### src/hdl/axis_warning_pkg.sv
// Package with register map, warning codes and state types of the axis warning reporter.
package axis_warning_pkg;
    // ****************************************
    // Register map (word addresses)
    // ****************************************
    localparam logic [3:0] ADDR_CTRL = 4'h0;
    localparam logic [3:0] ADDR_STATUS = 4'h1;
    localparam logic [3:0] ADDR_AX1_WARN_CODE = 4'h2;
    localparam logic [3:0] ADDR_AX2_WARN_CODE = 4'h3;
    localparam logic [3:0] ADDR_AX1_ERR_CODE = 4'h4;
    localparam logic [3:0] ADDR_AX2_ERR_CODE = 4'h5;
    localparam logic [3:0] ADDR_AX1_SPEED = 4'h6;
    localparam logic [3:0] ADDR_AX2_SPEED = 4'h7;
    // ****************************************
    // Field positions
    // ****************************************
    localparam int CTRL_AX1_CLEAR_BIT = 0;
    localparam int CTRL_AX2_CLEAR_BIT = 1;
    localparam int STAT_AX1_WARN_BIT = 0;
    localparam int STAT_AX2_WARN_BIT = 1;
    // ****************************************
    // Reset values and warning codes
    // ****************************************
    localparam logic [15:0] CODE_RESET = 16'h0000;
    localparam logic [31:0] READ_ZERO = 32'h0000_0000;
    localparam logic [15:0] WARN_SPEED_RANGE_AX1 = 16'd1020;
    localparam logic [15:0] WARN_SPEED_RANGE_AX2 = 16'd2020;
    localparam logic [15:0] WARN_TARGET_REJ_AX1 = 16'd1021;
    localparam logic [15:0] WARN_TARGET_REJ_AX2 = 16'd2021;
    localparam logic [15:0] WARN_SPEED_REJ_AX1 = 16'd1022;
    localparam logic [15:0] WARN_SPEED_REJ_AX2 = 16'd2022;
    // Control mode of an axis as reported by the motion core.
    typedef enum logic [1:0] {
        MODE_IDLE = 2'b00,
        MODE_POSITION = 2'b01,
        MODE_SPEED = 2'b11,
        MODE_ORIGIN = 2'b10
    } axis_mode_t;
endpackage : axis_warning_pkg

### src/hdl/axis_warning_reporter.sv
// Two-axis warning and error reporter with speed clamping and request screening.
//
// Decided for this implementation: the strobed register port and the register offsets.
`timescale 1ns/1ns
module axis_warning_reporter
    import axis_warning_pkg::*;
#(
    parameter int SPEED_W = 32
) (
    // Clock and reset.
    input wire logic MCLK,
    input wire logic SYS_RST,
    // Register port.
    input wire logic [3:0] ADDR,
    input wire logic [31:0] WDATA,
    input wire logic WR,
    input wire logic RD,
    output logic [31:0] RDATA,
    // Axis state from the motion core, one bit or field per axis.
    input wire logic [1:0] AXIS_MODE_1,
    input wire logic [1:0] AXIS_MODE_2,
    input wire logic [1:0] RAMPING,
    input wire logic [1:0] ZERO_SPEED,
    input wire logic [15:0] OP_STATUS_1,
    input wire logic [15:0] OP_STATUS_2,
    // Requests and speed settings per axis.
    input wire logic [1:0] SPEED_REQ,
    input wire logic [SPEED_W-1:0] SPEED_1,
    input wire logic [SPEED_W-1:0] SPEED_2,
    input wire logic [SPEED_W-1:0] BIAS_SPEED_1,
    input wire logic [SPEED_W-1:0] BIAS_SPEED_2,
    input wire logic [SPEED_W-1:0] SPEED_LIMIT_1,
    input wire logic [SPEED_W-1:0] SPEED_LIMIT_2,
    input wire logic [1:0] TARGET_CHANGE_REQ,
    input wire logic [1:0] SPEED_CHANGE_REQ,
    // Error events with their codes.
    input wire logic [1:0] ERR_EVENT,
    input wire logic [15:0] ERR_CODE_1,
    input wire logic [15:0] ERR_CODE_2,
    // Results to the motion core.
    output logic [SPEED_W-1:0] RUN_SPEED_1,
    output logic [SPEED_W-1:0] RUN_SPEED_2,
    output logic [1:0] TARGET_CHANGE_ACCEPT,
    output logic [1:0] SPEED_CHANGE_ACCEPT,
    output logic [1:0] WARN_FLAG,
    output logic [15:0] OP_STATUS_OUT_1,
    output logic [15:0] OP_STATUS_OUT_2
);

    // ****************************************
    // Behaviour overview
    // ****************************************
    // Each axis owns a warning flag, a warning code and an error code.
    // A warning never stops the axis: the motion core keeps its profile.
    // The only effect a warning has on motion is the speed clamp below.
    // A rejected request is simply not passed on as an acceptance pulse.
    // The warning code is always replaced by the newest warning.
    // The error code works the other way round and keeps the first error.
    // Software clears an axis by switching its clear command on.
    // Only the switch-on edge acts, so a command left on clears once.
    // To clear again, software writes zero first and then one.
    // A warning that arrives in the clearing cycle wins over the clear.
    // That way a warning that arrives in the clearing cycle itself is never lost.
    // An error that arrives in the clearing cycle also wins over the clear.
    // The two axes share no state, so one axis never disturbs the other.
    // The operation status words only pass through one register stage.
    // Nothing in this block ever writes into the operation status.
    // All outputs come from flip-flops, so the motion core sees clean levels.
    // The register port never stalls and answers one cycle after the strobe.
    // Read data fall back to zero in every cycle without a read strobe.
    // Unmapped addresses read as zero and ignore writes.
    // Speed values are unsigned and compared at their full width.
    // The clamp is continuous, not only at the moment of a request.
    // A range warning, however, is only raised when a speed is set or changed.
    // This keeps the warning code from being refreshed every cycle.
    // Requests are one-cycle pulses from the motion core.
    // A request held high for longer raises its warning in every cycle.

    // ****************************************
    // Per-axis views of the ports
    // ****************************************
    logic [SPEED_W-1:0] speed_in [2];
    logic [SPEED_W-1:0] bias_in [2];
    logic [SPEED_W-1:0] limit_in [2];
    logic [SPEED_W-1:0] run_speed_r [2];
    logic [15:0] err_in [2];
    logic [15:0] warn_code_r [2];
    logic [15:0] err_code_r [2];
    logic [1:0] err_held_r;
    logic [1:0] warn_flag_r;
    logic [1:0] clear_cmd_r;
    logic [1:0] clear_prev_r;
    logic [1:0] clear_rise;
    logic [1:0] tgt_acc_r;
    logic [1:0] spd_acc_r;
    axis_mode_t mode_in [2];
    logic [31:0] rdata_r;

    // Spread the per-axis inputs into arrays so the generate loop can index them.
    // Keeping one array per quantity lets the loop body stay identical per axis.
    // The mode field is cast to the enum so the screening compares named modes.
    assign speed_in[0] = SPEED_1;
    assign speed_in[1] = SPEED_2;
    assign bias_in[0] = BIAS_SPEED_1;
    assign bias_in[1] = BIAS_SPEED_2;
    assign limit_in[0] = SPEED_LIMIT_1;
    assign limit_in[1] = SPEED_LIMIT_2;
    assign err_in[0] = ERR_CODE_1;
    assign err_in[1] = ERR_CODE_2;
    assign mode_in[0] = axis_mode_t'(AXIS_MODE_1);
    assign mode_in[1] = axis_mode_t'(AXIS_MODE_2);

    // The clear command acts on the edge where software switches it on.
    // The edge memory starts at zero, matching the reset value of the command.
    // So no false clear edge follows the end of reset.
    assign clear_rise = clear_cmd_r & ~clear_prev_r;

    // ****************************************
    // Per-axis warning logic
    // ****************************************
    // One copy of the logic per axis; only the warning code values differ.
    // Axis one uses the thousand-series codes and axis two the two-thousand series.
    // The codes are held as plain binary numbers of their decimal value.
    for (genvar ax = 0; ax < 2; ax++) begin : g_axis
        localparam logic [15:0] CODE_SPD = (ax == 0) ? WARN_SPEED_RANGE_AX1 : WARN_SPEED_RANGE_AX2;
        localparam logic [15:0] CODE_TGT = (ax == 0) ? WARN_TARGET_REJ_AX1 : WARN_TARGET_REJ_AX2;
        localparam logic [15:0] CODE_SRJ = (ax == 0) ? WARN_SPEED_REJ_AX1 : WARN_SPEED_REJ_AX2;
        logic too_slow;
        logic too_fast;
        logic speed_warn;
        logic tgt_reject;
        logic spd_reject;
        logic any_warn;
        logic [15:0] code_nxt;

        // Speed range check on a set or newly requested speed.
        // The bias speed is the lowest allowed speed and the limit the highest.
        // Equal to either bound counts as in range.
        assign too_slow = speed_in[ax] < bias_in[ax];
        assign too_fast = speed_in[ax] > limit_in[ax];
        assign speed_warn = (SPEED_REQ[ax] | SPEED_CHANGE_REQ[ax]) & (too_slow | too_fast);

        // Request screening; a rejected request is dropped and the axis keeps going.
        // A target change needs position control and a moving axis.
        // A speed change is refused during origin return.
        // It is also refused while a position move is ramping.
        assign tgt_reject = TARGET_CHANGE_REQ[ax] &
            ((mode_in[ax] != MODE_POSITION) | ZERO_SPEED[ax]);
        assign spd_reject = SPEED_CHANGE_REQ[ax] & ((mode_in[ax] == MODE_ORIGIN) |
            ((mode_in[ax] == MODE_POSITION) & RAMPING[ax]));
        assign any_warn = speed_warn | tgt_reject | spd_reject;

        // Pick the newest code; a rejection outranks the range warning of the same request.
        always_comb begin
            if (spd_reject) begin
                code_nxt = CODE_SRJ;
            end else if (tgt_reject) begin
                code_nxt = CODE_TGT;
            end else begin
                code_nxt = CODE_SPD;
            end
        end

        // Warning flag: a new warning wins over a clear in the same cycle.
        always_ff @(posedge MCLK) begin
            if (SYS_RST) begin
                warn_flag_r[ax] <= 1'b0;
            end else if (any_warn) begin
                warn_flag_r[ax] <= 1'b1;
            end else if (clear_rise[ax]) begin
                warn_flag_r[ax] <= 1'b0;
            end
        end

        // Warning code always holds the latest warning.
        always_ff @(posedge MCLK) begin
            if (SYS_RST) begin
                warn_code_r[ax] <= CODE_RESET;
            end else if (any_warn) begin
                warn_code_r[ax] <= code_nxt;
            end else if (clear_rise[ax]) begin
                warn_code_r[ax] <= CODE_RESET;
            end
        end

        // Error code keeps the first error until cleared.
        // The held bit marks that a code is stored, even if the code is zero.
        // A clear in the same cycle as a new error is ignored.
        // Otherwise the error would vanish before software could see it.
        always_ff @(posedge MCLK) begin
            if (SYS_RST) begin
                err_code_r[ax] <= CODE_RESET;
                err_held_r[ax] <= 1'b0;
            end else if (ERR_EVENT[ax] & ~err_held_r[ax]) begin
                err_code_r[ax] <= err_in[ax];
                err_held_r[ax] <= 1'b1;
            end else if (clear_rise[ax] & ~ERR_EVENT[ax]) begin
                err_code_r[ax] <= CODE_RESET;
                err_held_r[ax] <= 1'b0;
            end // A further error while held leaves the code alone.
        end

        // Running speed is clamped to the violated bound; motion never stops here.
        // The low bound is tested first, so with a bias above the limit any speed below the bias gives the bias.
        // That case is a setting fault of the user and is not flagged here.
        always_ff @(posedge MCLK) begin
            if (SYS_RST) begin
                run_speed_r[ax] <= '0;
            end else if (too_slow) begin
                run_speed_r[ax] <= bias_in[ax];
            end else if (too_fast) begin
                run_speed_r[ax] <= limit_in[ax];
            end else begin
                run_speed_r[ax] <= speed_in[ax];
            end
        end

        // Acceptance pulses for requests that pass screening.
        // Each pulse is one cycle long and follows its request by one cycle.
        always_ff @(posedge MCLK) begin
            if (SYS_RST) begin
                tgt_acc_r[ax] <= 1'b0;
                spd_acc_r[ax] <= 1'b0;
            end else begin
                tgt_acc_r[ax] <= TARGET_CHANGE_REQ[ax] & ~tgt_reject;
                spd_acc_r[ax] <= SPEED_CHANGE_REQ[ax] & ~spd_reject;
            end
        end
    end

    // ****************************************
    // Register port
    // ****************************************
    // The control word carries one clear command bit per axis.
    // The status word carries one warning flag bit per axis.
    // Code words sit in the low 16 bits and their upper bits read zero; speed words return the running speed cast to 32 bits.
    // There are no wait states and no error responses.
    // Back-to-back strobes are taken one per cycle.
    // Control register write: one clear command bit per axis.
    always_ff @(posedge MCLK) begin
        if (SYS_RST) begin
            clear_cmd_r <= 2'b00;
        end else if (WR && ADDR == ADDR_CTRL) begin
            clear_cmd_r[0] <= WDATA[CTRL_AX1_CLEAR_BIT];
            clear_cmd_r[1] <= WDATA[CTRL_AX2_CLEAR_BIT];
        end
    end

    // Edge memory of the clear command.
    // It lags the command by one cycle, so the clear acts one cycle after the write.
    always_ff @(posedge MCLK) begin
        if (SYS_RST) begin
            clear_prev_r <= 2'b00;
        end else begin
            clear_prev_r <= clear_cmd_r;
        end
    end

    // Read data stand one cycle after the read strobe and are zero otherwise.
    always_ff @(posedge MCLK) begin
        if (SYS_RST) begin
            rdata_r <= READ_ZERO;
        end else if (RD) begin
            rdata_r <= READ_ZERO;
            unique case (ADDR)
                ADDR_CTRL: begin
                    rdata_r[CTRL_AX1_CLEAR_BIT] <= clear_cmd_r[0];
                    rdata_r[CTRL_AX2_CLEAR_BIT] <= clear_cmd_r[1];
                end
                ADDR_STATUS: begin
                    rdata_r[STAT_AX1_WARN_BIT] <= warn_flag_r[0];
                    rdata_r[STAT_AX2_WARN_BIT] <= warn_flag_r[1];
                end
                ADDR_AX1_WARN_CODE: rdata_r[15:0] <= warn_code_r[0];
                ADDR_AX2_WARN_CODE: rdata_r[15:0] <= warn_code_r[1];
                ADDR_AX1_ERR_CODE: rdata_r[15:0] <= err_code_r[0];
                ADDR_AX2_ERR_CODE: rdata_r[15:0] <= err_code_r[1];
                ADDR_AX1_SPEED: rdata_r <= 32'(run_speed_r[0]);
                ADDR_AX2_SPEED: rdata_r <= 32'(run_speed_r[1]);
                default: rdata_r <= READ_ZERO;
            endcase
        end else begin
            rdata_r <= READ_ZERO;
        end
    end

    // ****************************************
    // Outputs
    // ****************************************
    // Operation status passes through untouched by any warning.
    // The stage only retimes the words so that they leave from flip-flops.
    // The copy is therefore one cycle late and otherwise identical.
    always_ff @(posedge MCLK) begin
        if (SYS_RST) begin
            OP_STATUS_OUT_1 <= CODE_RESET;
            OP_STATUS_OUT_2 <= CODE_RESET;
        end else begin
            OP_STATUS_OUT_1 <= OP_STATUS_1;
            OP_STATUS_OUT_2 <= OP_STATUS_2;
        end
    end

    // Drive the ports from their registers.
    assign RDATA = rdata_r;
    assign RUN_SPEED_1 = run_speed_r[0];
    assign RUN_SPEED_2 = run_speed_r[1];
    assign TARGET_CHANGE_ACCEPT = tgt_acc_r;
    assign SPEED_CHANGE_ACCEPT = spd_acc_r;
    assign WARN_FLAG = warn_flag_r;

endmodule : axis_warning_reporter

### config.mk
export PLATFORM = sky130hd
export DESIGN_NAME = axis_warning_reporter
export DESIGN_NICKNAME = d
export VERILOG_FILES = /design/src/hdl/axis_warning_pkg.sv /design/src/hdl/axis_warning_reporter.sv
export SDC_FILE = /design/constraint.sdc
export NUM_CORES = 1
export LEC_CHECK = 0
export BUFFER_PORTS_ARGS = -buffer_cell sky130_fd_sc_hd__buf_2
export CORE_AREA = 2 2 171 173
export DETAILED_ROUTE_END_ITERATION = 7
export DIE_AREA = 0 0 173 175
export GPL_TIMING_DRIVEN = 0
export PLACE_DENSITY = 0.67
export SLEW_MARGIN = 10
export SYNTH_ARGS = -nofsm -noshare
export SYNTH_HDL_FRONTEND = slang
export SYNTH_SLANG_ARGS = --single-unit
export TNS_END_PERCENT = 30
### constraint.sdc
create_clock -name MCLK -period 6.2 [get_ports MCLK]
set_input_delay 1.24 -clock MCLK [delete_from_list [all_inputs] [get_ports MCLK]]
set_output_delay 1.24 -clock MCLK [all_outputs]
set_load 0.01 [all_outputs]
# Word level (Yosys, flattened, before mapping)
# Memories as Yosys holds them, arrays and structs flattened.
# Index checks and enable logic that the tools add are counted.
# Widths: inputs -> output; s select.
[classes] muxes=81 bitwise_logic=53 reduce_logical=7 n_lt_le_gt_ge=4 eq_ne=13
[op_table] op="$mux 32" n=6
[op_table] op="$pmux 14 s6" n=1
[op_table] op="$gt 32x32->1" n=2
[op_table] op="$lt 32x32->1" n=2
[op_table] op="$mux 16" n=4
[op_table] op="$mux 1" n=62
[op_table] op="$mux 11" n=4
[op_table] op="$pmux 16 s2" n=1
[op_table] op="$or 1x1->1" n=26
[op_table] op="$and 1x1->1" n=16
[op_table] op="$eq 4x3->1 const B" n=4
[op_table] op="$pmux 2 s8" n=1
[op_table] op="$not 1->1" n=9
[op_table] op="$eq 4x2->1 const B" n=2
[op_table] op="$reduce_bool 2->1" n=4
[op_table] op="$eq 2x1->1 const B" n=2
[op_table] op="$eq 2x2->1 const B" n=2
[op_table] op="$eq 4x1->1 const B" n=1
[op_table] op="$logic_not 4->1" n=1
[op_table] op="$mux 2" n=2
[op_table] op="$ne 2x1->1 const B" n=2
[op_table] op="$and 2x2->2" n=1
[op_table] op="$not 2->2" n=1
[op_table] op="$reduce_or 2->1" n=1
[op_table] op="$logic_and 1x1->1" n=1
[word_totals] wordCells=174 mem_bits_rw=118 register_bits=76 memories=3 inputBits=312
[mem_list] name="run_speed_r" words=2 word_bits=32 read_ports=2 rd_ports_with_merged_regs=0 wr=2 line="axis_warning_reporter.sv:85" rtl="logic [SPEED_W-1:0] run_speed_r [2];"
[mem_list] name="err_code_r" words=2 word_bits=16 read_ports=2 rd_ports_with_merged_regs=0 wr=2 line="axis_warning_reporter.sv:88" rtl="logic [15:0] err_code_r [2];"
[mem_list] name="warn_code_r" words=2 word_bits=11 read_ports=2 rd_ports_with_merged_regs=0 wr=2 line="axis_warning_reporter.sv:87" rtl="logic [15:0] warn_code_r [2];"

# Logic depth before layout (Yosys ltp)
# Gate-level depths: netlist of run 1.
[depth] ltp_word=10 ltp_mapped=12 ltp_nobuf=10

# Worst setup path after synthesis of run 1
# No wires, ideal clock.
[synth_timing] kind="input -> register" start="in SPEED_LIMIT_1[17]" end="mem warn_code_r[0][0] (netlist bit), enable pin" setup_ns=0.277 t_arrival_ns=3.264 path_buffers=1 setup_slack_ns=2.659 path_stages=11 cell_sequence="inv_1 > ha_1 > a21o_1 > a21o_1 > a21oi_1 > nor3_1 > a2111oi_2 > o22a_1 > buf_6 > a21oi_1 > or4_1"
[synth_lines] element="start, declared" line="axis_warning_reporter.sv:32" rtl="input wire logic [SPEED_W-1:0] SPEED_LIMIT_1,"
[synth_lines] element="end, declared" line="axis_warning_reporter.sv:87"

==> impl_results.md, run 1 <==
* Setup TNS Final at 0 ns
* Hold Buf Count CTS at 0
* Leak pwr at 7.35 nW
* Cts bufs inserted at 17
* WL final at 38.1 mm
* Area grow syn2layout at 31.2%
* Post-cts resize count at 0
* Worst Max-Slew Pin Slew at 1.15 ns
* Gr usage total at 24.4%
* Pin count of the biggest net entering global routing at 20
* Starting Density at 38.9%
* CTS Buffer Depth at 2
* DR vias at 10300
* Via-to-Cell Ratio at 5.04
* Crit end category: register
* Layout cells sized above 1 at 31.3%
* Status: finished, final reports clean
* CP Class: in -> reg
* Vias in the first global route at 9873
* Critical path peak fanout at 10
* GP Congestion at 0.911
* Die ar. at 30300 um2
* Ports at 446
* Worst vdd ir at 0.158 mV
* Cells after Synth at 1132
* Avg Cell Area, Syn at 9.77 um2
* Synthesis-stage register bit count at 178
* Logic gate share of total power at 22.9%
* Pwr per Cell Area at 225 nW/um2
* DRC at 0
* Leading cell type in the layout, fill and taps excluded: buf_2
* Tmin final at 3.77 ns
* Initial antenna violation count at 13
* Setup Buffers After CTS at 0
* Cell Area, Synth at 11100 um2
* Setup slack at placement at 2.04 ns
* Slew Viols, Final at 0
* Seq/Total Area, Yosys at 41.5%
* Relative slew slack at 23.4%
* DRT antenna net count at 0
* Setup ws final at 2.43 ns
* Root buf cell: clkbuf_16
* First-pass GRT wire length at 56.2 mm
* Hold/Removal Path Class: reg -> reg
* Util after Layout at 51.1%
* Wirelength per Cell at 18.7 um
* Post-synth EDFFs at 102
* Endpoints failing setup at 0
* Synth warnings at 0
* CP Launch Type: input port
* Clk_skew at 0.0194 ns
* Clk sinks at 178
* Worst-Skew Late Latency at 0.45 ns
* Number of max-cap violations at 0
* H-tree depth at 4
* DP HPWL at 31.9 mm
* Crit path DAT at 3.98 ns
* P_sw at 0.00104 W
* TritonCTS clock tree: done
* Cell row count at 62
* CORE AREA at 28400 um2
* Total grt overflow at 0
* Sw frac at 31.9%
* Final Hold Vio Count at 0
* Most frequent cells in the layout: 431 x buf_2, 140 x nor2_1, 134 x inv_1
* Die Wd at 173 um
* Clk pwr share at 34.0%
* CTS clk-pin slew, worst paths at 0.08 ns
* Port Buffers at 415
* Fmax at 0.265 GHz
* Initial DRC count at 624
* Top FF cell, synth: edfxtp_1
* Synth unique cells at 55
* Sequential power share at 43.1%
* Crit share post-route at 60.8%
* Required @ worst endpoint at 6.41 ns
* Ys async rst share at 0%
* # nets final at 2069
* Pre-antenna DRT Iters at 5
* Pint at 0.00222 W
* Die Ht at 175 um
* RSZ-0062 raised after global routing: false
-- worst paths after layout --
kind                                    from                         endpoint  slack [ns]  cells past startpoint
max                         BIAS_SPEED_1[31]     run_speed_r[0][22]$_DFFE_PP_        2.43                     12
min          err_code_r[0][15]$_SDFFCE_PP0P_             RDATA[15]$_SDFF_PP0_        0.51                      2
max reg2reg      clear_cmd_r[0]$_SDFFE_PP0P_  err_code_r[0][11]$_SDFFCE_PP0P_        4.50                      3
min reg2reg  err_code_r[0][15]$_SDFFCE_PP0P_             RDATA[15]$_SDFF_PP0_        0.51                      2
-- sequential cells by signal (all words and copies together) (netlist names) --
name                  count
clear_prev_r              2
OP_STATUS_OUT_1          16
run_speed_r              64
RDATA                    32
TARGET_CHANGE_ACCEPT      2
err_code_r               32
SPEED_CHANGE_ACCEPT       2
OP_STATUS_OUT_2          16
WARN_FLAG                 2
clear_cmd_r               2
err_held_r                2
warn_code_r               6
-- synthesized netlist by cell type, types with 8 or more instances --
| cell | instances | area, um2 |
|---|---|---|
| buf_2 | 16 | 80.1 |
| a211oi_2 | 30 | 375 |
| nand2b_1 | 8 | 50.1 |
| nand3_1 | 17 | 85.1 |
| ha_1 | 126 | 1580 |
| a21o_1 | 34 | 255 |
| dfxtp_1 | 76 | 1520 |
| and2_1 | 32 | 200 |
| edfxtp_1 | 102 | 3060 |
| nor2_1 | 140 | 526 |
| nand4_1 | 23 | 144 |
| a21oi_1 | 86 | 430 |
| nand2_1 | 37 | 139 |
| inv_1 | 134 | 503 |
| o21ai_0 | 11 | 55.1 |
| mux2i_1 | 62 | 621 |
| a211oi_1 | 34 | 255 |
| clkbuf_1 | 23 | 86.3 |
| nor2b_1 | 39 | 244 |
| a31oi_1 | 10 | 62.6 |
| buf_6 | 8 | 90.1 |
-- worst max-delay path: stages --
cell and delay (ns):
buf_2 0.09, inv_1 0.04, ha_1 0.29, nand3_1 0.10, nor3_1 0.38, nand2_1 0.17
a2111oi_0 0.40, a21o_1 0.32, buf_6 0.20, buf_2 0.26, nor2_1 0.09, a211oi_2 0.38
-- logic make-up (layout without fill, tap and decap cells) --
group / after synthesis / count (layout) / synth area share (%)
other cells: 1 / 74 / 0.0339
compound gates: 245 / 245 / 16.1
mux: 70 / 70 / 6.63
simple gates: 328 / 328 / 14.6
fa+ha+maj: 126 / 126 / 14.3
flops: 178 / 178 / 41.5
buf+inv: 184 / 633 / 6.97
-- metrics by stage --
step	cell area [um2]	hold slack, ns	power [W]	cells
detailed placement	13900	0.491	0.00217	1996
floorplan	11300	0.461	0.00184	1195
global route	14500	0.529	0.00341	2036
global placement	13900	0.474	0.00216	1994
CTS	14500	0.505	0.00327	2028
finish	14500	0.510	0.00326	2038
-- per-layer routing --
layer	up-vias	routed length [um]	GRT usage, %
li1	5000	-	-
met1	4809	16500	31.7
met2	409	18300	40.0
met3	47	2440	4.98
met4	6	784	9.15
met5	-	40	0
-- power groups by stage --
stage / clock, W / combinational [W] / sequential, W
2_1_floorplan: 0 / 0.000403 / 0.00143
3_3_place_gp: 0 / 0.000731 / 0.00143
3_5_place_dp: 0 / 0.000744 / 0.00143
4_1_cts: 0.00112 / 0.000748 / 0.00140
5_1_grt: 0.00117 / 0.000826 / 0.00141
6_report: 0.00111 / 0.000747 / 0.00140
-- final cells by class --
| class | count | area, um2 |
|---|---|---|
| flip-flops and latches | 178 | 4580 |
| clock inverters | 14 | 168 |
| well taps | 384 | 480 |
| inverters | 134 | 503 |
| fillers | 2769 | 13900 |
| repair buffers | 417 | 2090 |
| plain buffers | 50 | 268 |
| diodes | 10 | 25.0 |
| multi-input cells | 833 | 5950 |
| clock buffers | 18 | 439 |
No activity file was read; power rests on OpenSTA's default activity.
==> inputs of run 2 (changes only) <==
--- a/config.mk
+++ b/config.mk
@@ -6,9 +6,9 @@
 export NUM_CORES = 1
 export LEC_CHECK = 0
 export BUFFER_PORTS_ARGS = -buffer_cell sky130_fd_sc_hd__buf_2
-export CORE_AREA = 2 2 171 173
+export CORE_AREA = 2 2 175 177
 export DETAILED_ROUTE_END_ITERATION = 7
-export DIE_AREA = 0 0 173 175
+export DIE_AREA = 0 0 177 179
 export GPL_TIMING_DRIVEN = 0
 export PLACE_DENSITY = 0.67
 export SLEW_MARGIN = 10
==> constraint.sdc (replaced) <==
create_clock -name MCLK -period 3.2 [get_ports MCLK]
set_input_delay 0.64 -clock MCLK [delete_from_list [all_inputs] [get_ports MCLK]]
set_output_delay 0.64 -clock MCLK [all_outputs]
set_load 0.01 [all_outputs]
==> run 2 against run 1 <==
Global-route usage is 0.89 points lower. Final area is 0.14% higher. Clock-buffer cell count stayed put. Non-clock buffer count stayed put. Via count is 0.25% lower.
==> impl_results.md, run 2 (synthesis results as in run 1) <==
* Crit share post-route at 96.1%
* Starting Density at 36.8%
* Worst vdd ir at 0.319 mV
* Status: finished, final reports clean
* First-pass GRT wire length at 55.3 mm
* Setup TNS Final at 0 ns
* Crit end category: register
* Die Wd at 177 um
* Die ar. at 31700 um2
* Biggest register: run_speed_r
* Initial DRC count at 701
* CTS clk-pin slew, worst paths at 0.08 ns
* Number of max-cap violations at 0
* Gr usage total at 23.5%
* Vias in the first global route at 9672
* Worst r2r dst: err_code_r[1][11]$_SDFFCE_PP0P_
* Tmin final at 3.07 ns
* Final Hold Vio Count at 0
* Fill cell count at 2937
* WL final at 38.9 mm
* Crit path DAT at 3.24 ns
* Design area at 14500 um2
* Hold/Removal Path Class: in -> reg
* Hold Buf Count CTS at 0
* Util after Layout at 48.4%
* Setup slack at placement at -0.444 ns
* Reg2Reg Depth at 3
* RSZ-0062 raised after global routing: false
* CORE AREA at 30000 um2
* Area grow syn2layout at 31.4%
* Cts bufs inserted at 17
* DP HPWL at 32.4 mm
* Area after DPL at 13900 um2
* Port Buffers at 415
* CP Class: in -> reg
* Max reg flops at 64
* Pre-antenna DRT Iters at 8
* H-tree depth at 4
* Endpoints failing setup at 0
* DRT antenna net count at 0
* Initial antenna violation count at 16
* Worst Max-Slew Pin Slew at 1.26 ns
* Ports at 446
* Slew Viols, Final at 0
* CP Launch Type: input port
* # nets final at 2069
* Worst hold slack at 0.407 ns
* Pin count of the biggest net entering global routing at 19
* FF-to-FF setup slack at 1.49 ns
* Clk sinks at 178
* DRC at 0
* Worst-Skew Late Latency at 0.44 ns
* Crit path from: SPEED_2[14]
* Die Ht at 179 um
* Required @ worst endpoint at 3.37 ns
* Leak pwr at 7.35 nW
* Most frequent cells in the layout: 431 x buf_2, 140 x nor2_1, 134 x inv_1
* Clk_skew at 0.0131 ns
* GP Congestion at 0.895
* Setup ws final at 0.125 ns
* Relative slew slack at 14.6%
* Cell row count at 64
* Via-to-Cell Ratio at 4.99
* Root buf cell: clkbuf_16
* Layout cells sized above 1 at 31.4%
* TritonCTS clock tree: done
* Pwr per Cell Area at 437 nW/um2
* Setup Buffers After CTS at 0
* Fmax at 0.325 GHz
* Worst setup path end: run_speed_r[1][4]$_SDFFCE_PN0P_
* Critical path peak fanout at 10
* DR vias at 10200
* CTS Buffer Depth at 2
* Leading cell type in the layout, fill and taps excluded: buf_2
* Crit Reg-Reg Startpoint: err_held_r[1]$_SDFFE_PP0P_
* Total grt overflow at 0
* Wirelength per Cell at 18.9 um
run 2: cell count changes in the layout (fill, tap and decap cells not counted), moves of 2 or more:
cell and change:
clkbuf_2 +2, diode_2 +3, clkinv_8 -2, clkinvlp_4 -2, inv_6 +2
run 2: metal layers:
| metal | part of all wire [%] | global-route usage [%] | wire (um) |
|---|---|---|---|
| met1 | 43 | 30.6 | 16600 |
| met2 | 48 | 38.3 | 18600 |
| met3 | 6.6 | 4.75 | 2570 |
| met5 | 0.15 | 0 | 57 |
| met4 | 2.6 | 9.02 | 994 |
run 2: repair_timing:
item                                   4_1_cts  5_1_grt
setup endpoints to repair                    0       23
endpoints found under the hold margin        0        0
gates resized for setup                      0        6
run 2: area by class of cell:
type	instances	area, um2	area share [%]
clock inverter	14	169	1.16
timing repair buffer	417	2100	14.4
inverter	134	503	3.46
antenna	13	32.5	0.224
clock buffer	18	429	2.95
multi-input combinational	833	5950	40.9
sequential	178	4580	31.6
tap	396	495	3.41
buffer	50	270	1.86
run 2: through the flow:
step | total power [W] | std cells
finish | 0.00634 | 2053
global route | 0.00663 | 2048
CTS | 0.00638 | 2040
detailed placement | 0.00422 | 2008
global placement | 0.00420 | 2006
floorplan | 0.00356 | 1195
run 2: worst max-delay path, stage by stage:
cell and delay [ns]:
buf_2 0.12, ha_1 0.33, a21oi_1 0.19, nand2_1 0.09, a221o_1 0.36, o31a_1 0.24
o21ai_1 0.15, buf_2 0.24, buf_2 0.28, a21oi_1 0.10, a211oi_1 0.47
run 2: how the worst min path moves through the flow:
stage,slack [ns],depth (start not counted),endpoint,from
2_1_floorplan,0.46,2,RDATA[15]$_SDFF_PP0_,err_code_r[0][15]$_SDFFCE_PP0P_
3_3_place_gp,0.48,2,err_held_r[1]$_SDFFE_PP0P_,err_held_r[1]$_SDFFE_PP0P_
3_5_place_dp,0.50,2,RDATA[14]$_SDFF_PP0_,err_code_r[0][14]$_SDFFCE_PP0P_
4_1_cts,0.39,2,OP_STATUS_OUT_2[13]$_SDFF_PP0_,OP_STATUS_2[13]
5_1_grt,0.40,2,OP_STATUS_OUT_2[13]$_SDFF_PP0_,OP_STATUS_2[13]
6_report,0.41,2,OP_STATUS_OUT_2[1]$_SDFF_PP0_,OP_STATUS_2[1]
run 2: where the power goes:
group / switching, W / internal [W]
clock: 0.00104 / 0.00112
combinational: 0.000840 / 0.000617
sequential: 0.000114 / 0.00261
total: 0.00199 / 0.00435
==> inputs of run 3 (changes only) <==
--- a/config.mk
+++ b/config.mk
@@ -11,7 +11,7 @@
 export DIE_AREA = 0 0 177 179
 export GPL_TIMING_DRIVEN = 0
 export PLACE_DENSITY = 0.67
-export SLEW_MARGIN = 10
+export SLEW_MARGIN = 0
 export SYNTH_ARGS = -nofsm -noshare
 export SYNTH_HDL_FRONTEND = slang
 export SYNTH_SLANG_ARGS = --single-unit
==> constraint.sdc (replaced) <==
create_clock -name MCLK -period 2.53 [get_ports MCLK]
set_input_delay 0.506 -clock MCLK [delete_from_list [all_inputs] [get_ports MCLK]]
set_output_delay 0.506 -clock MCLK [all_outputs]
set_load 0.01 [all_outputs]
==> run 3 against run 2 <==
The flow now finishes with violations (negative setup slack). Core utilization grew 4.5 points. Worst setup slack lost 0.13 ns. Global-route usage grew 0.99 points. Via count grew 1.5%. Clock-buffer cell count shrank 1. Final area grew 9.3%. Clock power grew 32%. Critical path depth grew 1. Cell count grew 0.24%. Wire length grew 3.8%. Die area is the same. Largest power group unchanged.
==> impl_results.md, run 3 (synthesis results as in run 1) <==
* Via-to-Cell Ratio at 5.05
* Non-Filler Instances at 2058
* Critical path peak fanout at 10
* Cell row count at 64
* Util after Layout at 52.9%
* Hold Path Stages at 2
* Pre-antenna DRT Iters at 5
* Worst r2r dst: err_code_r[0][13]$_SDFFCE_PP0P_
* Slew Viols, Final at 0
* Final Hold Vio Count at 0
* Gr usage total at 24.5%
* Leading cell type in the layout, fill and taps excluded: buf_2
* Port Buffers at 415
* RSZ-0062 raised after global routing: true
* Failing checks: negative setup slack
* GP Congestion at 0.898
* Design area at 15900 um2
* Pwr per Cell Area at 537 nW/um2
* TritonCTS clock tree: done
* Critical hold path startpoint: ZERO_SPEED[0]
* Root buf cell: clkbuf_16
* DRT antenna net count at 0
* Reg2Reg Depth at 3
* Setup ws final at -0.00579 ns
* Crit path DAT at 2.78 ns
* Total grt overflow at 0
* Starting Density at 36.8%
* Area grow syn2layout at 43.6%
* Leak pwr at 7.62 nW
* DRC at 0
* Worst hold slack at 0.262 ns
* First-pass GRT wire length at 57.6 mm
* Area after DPL at 14300 um2
* Pint at 0.00575 W
* FF-to-FF setup slack at 0.73 ns
* Pin count of the biggest net entering global routing at 21
* Clk_skew at 0.0113 ns
* Sequential power share at 40.4%
* Logic gate share of total power at 26.2%
* Layout cells sized above 1 at 40.8%
* Number of max-cap violations at 0
* Endpoints failing setup at 1
* Vias in the first global route at 10200
* CP Class: in -> reg
* Setup TNS Final at -0.00579 ns
* # nets final at 2085
* Clk sinks at 178
* CP Launch Type: input port
* Hold/Removal Path Class: in -> reg
* Worst vdd ir at 0.529 mV
* Biggest register: run_speed_r
* Status: complete, but fails checks
* Relative slew slack at 18.8%
* DP HPWL at 32.9 mm
* CTS Buffer Depth at 2
* H-tree depth at 4
* Die ar. at 31700 um2
* Initial antenna violation count at 4
* Clk pwr share at 33.4%
* Required @ worst endpoint at 2.77 ns
* Max reg flops at 64
* Crit end category: register
* Ports at 446
* Fill cell count at 2854
* Most frequent cells in the layout: 394 x buf_2, 114 x nor2_1, 113 x inv_1
* Sw frac at 32.6%
* Crit Reg-Reg Startpoint: clear_cmd_r[0]$_SDFFE_PP0P_
* Worst Max-Slew Pin Slew at 1.20 ns
* Die Ht at 179 um
* CTS clk-pin slew, worst paths at 0.08 ns
* Cts bufs inserted at 17
* Wirelength per Cell at 19.6 um
* Initial DRC count at 638
* Dpl cells at 2007
* CORE AREA at 30000 um2
* Fmax at 0.394 GHz
* Tmin final at 2.54 ns
* WL final at 40.3 mm
* Hold Buf Count CTS at 0
* Die Wd at 177 um
* Crit share post-route at 100%
* Worst-Skew Late Latency at 0.44 ns
* Hold endpoint: TARGET_CHANGE_ACCEPT[0]$_SDFF_PP0_
* DR vias at 10400
* P_sw at 0.00278 W
run 3: cell count changes in the layout (fill, tap and decap cells not counted), sizes merged:
cell / previous run / this run
buf: 444 / 458
clkbuf: 41 / 42
clkinv: 7 / 8
diode: 13 / 2
run 3: layer usage:
| layer | part of all wire [%] | GRT usage, % | vias to the layer above |
|---|---|---|---|
| met5 | 0.055 | 0 | - |
| met4 | 3.4 | 10.1 | 4 |
| met3 | 8.0 | 6.34 | 82 |
| met2 | 49 | 43.1 | 468 |
| met1 | 39 | 28.1 | 4818 |
| li1 | - | - | 5022 |
run 3: worst max-delay path by stage:
stage / start / endpoint / slack, ns / cells after the start
2_1_floorplan: SPEED_LIMIT_1[7] / warn_code_r[0][0]$_SDFFCE_PP0P_ / -0.09 / 9
3_3_place_gp: BIAS_SPEED_2[14] / run_speed_r[1][27]$_SDFFCE_PN0P_ / -0.97 / 12
3_5_place_dp: BIAS_SPEED_2[14] / run_speed_r[1][27]$_SDFFCE_PN0P_ / -0.97 / 12
4_1_cts: SPEED_1[13] / run_speed_r[0][13]$_DFFE_PP_ / -0.03 / 10
5_1_grt: SPEED_2[19] / warn_code_r[1][1]$_SDFFCE_PP0P_ / -0.09 / 11
6_report: BIAS_SPEED_1[13] / run_speed_r[0][13]$_DFFE_PP_ / -0.006 / 12
run 3: stage by stage:
step                      power, W  setup slack (ns)
after floorplan            0.00458           -0.0867
after global placement     0.00543            -0.974
after detailed placement   0.00546            -0.966
after CTS                  0.00840           -0.0251
after global routing       0.00891           -0.0921
final                      0.00853          -0.00579
run 3: worst max-delay path, cell delays in order:
cell      delay (ns)
buf_4           0.13
inv_2           0.07
ha_4            0.20
a21o_1          0.17
a21o_1          0.16
a21oi_2         0.14
nor3_2          0.06
or4_4           0.50
a21o_4          0.24
buf_12          0.16
buf_12          0.15
a211oi_4        0.27
run 3: power by group through the flow:
stage	combinational, W	clock [W]	sequential (W)
after floorplan	0.00106	0	0.00351
after global placement	0.00191	0	0.00352
after detailed placement	0.00194	0	0.00352
after CTS	0.00206	0.00288	0.00345
after global routing	0.00245	0.00299	0.00346
final	0.00224	0.00285	0.00345
run 3: area by class of cell:
cell class	instances	area (um2)	area share, %
clock inverters	15	209	1.32
multi-input cells	833	6850	43.2
clock buffers	17	425	2.68
repair buffers	435	2390	15.1
well taps	396	495	3.12
flip-flops and latches	178	4580	28.9
diodes	2	5.00	0.0315
plain buffers	48	362	2.28
inverters	134	551	3.47
run 3: repair_timing:
| item | in CTS | in global routing |
|---|---|---|
| setup endpoints to repair | 73 | 71 |
| cloned | 1 | 1 |
| pin swaps | 10 | 35 |
| gates resized for setup | 63 | 126 |
| setup buffers | 6 | 11 |
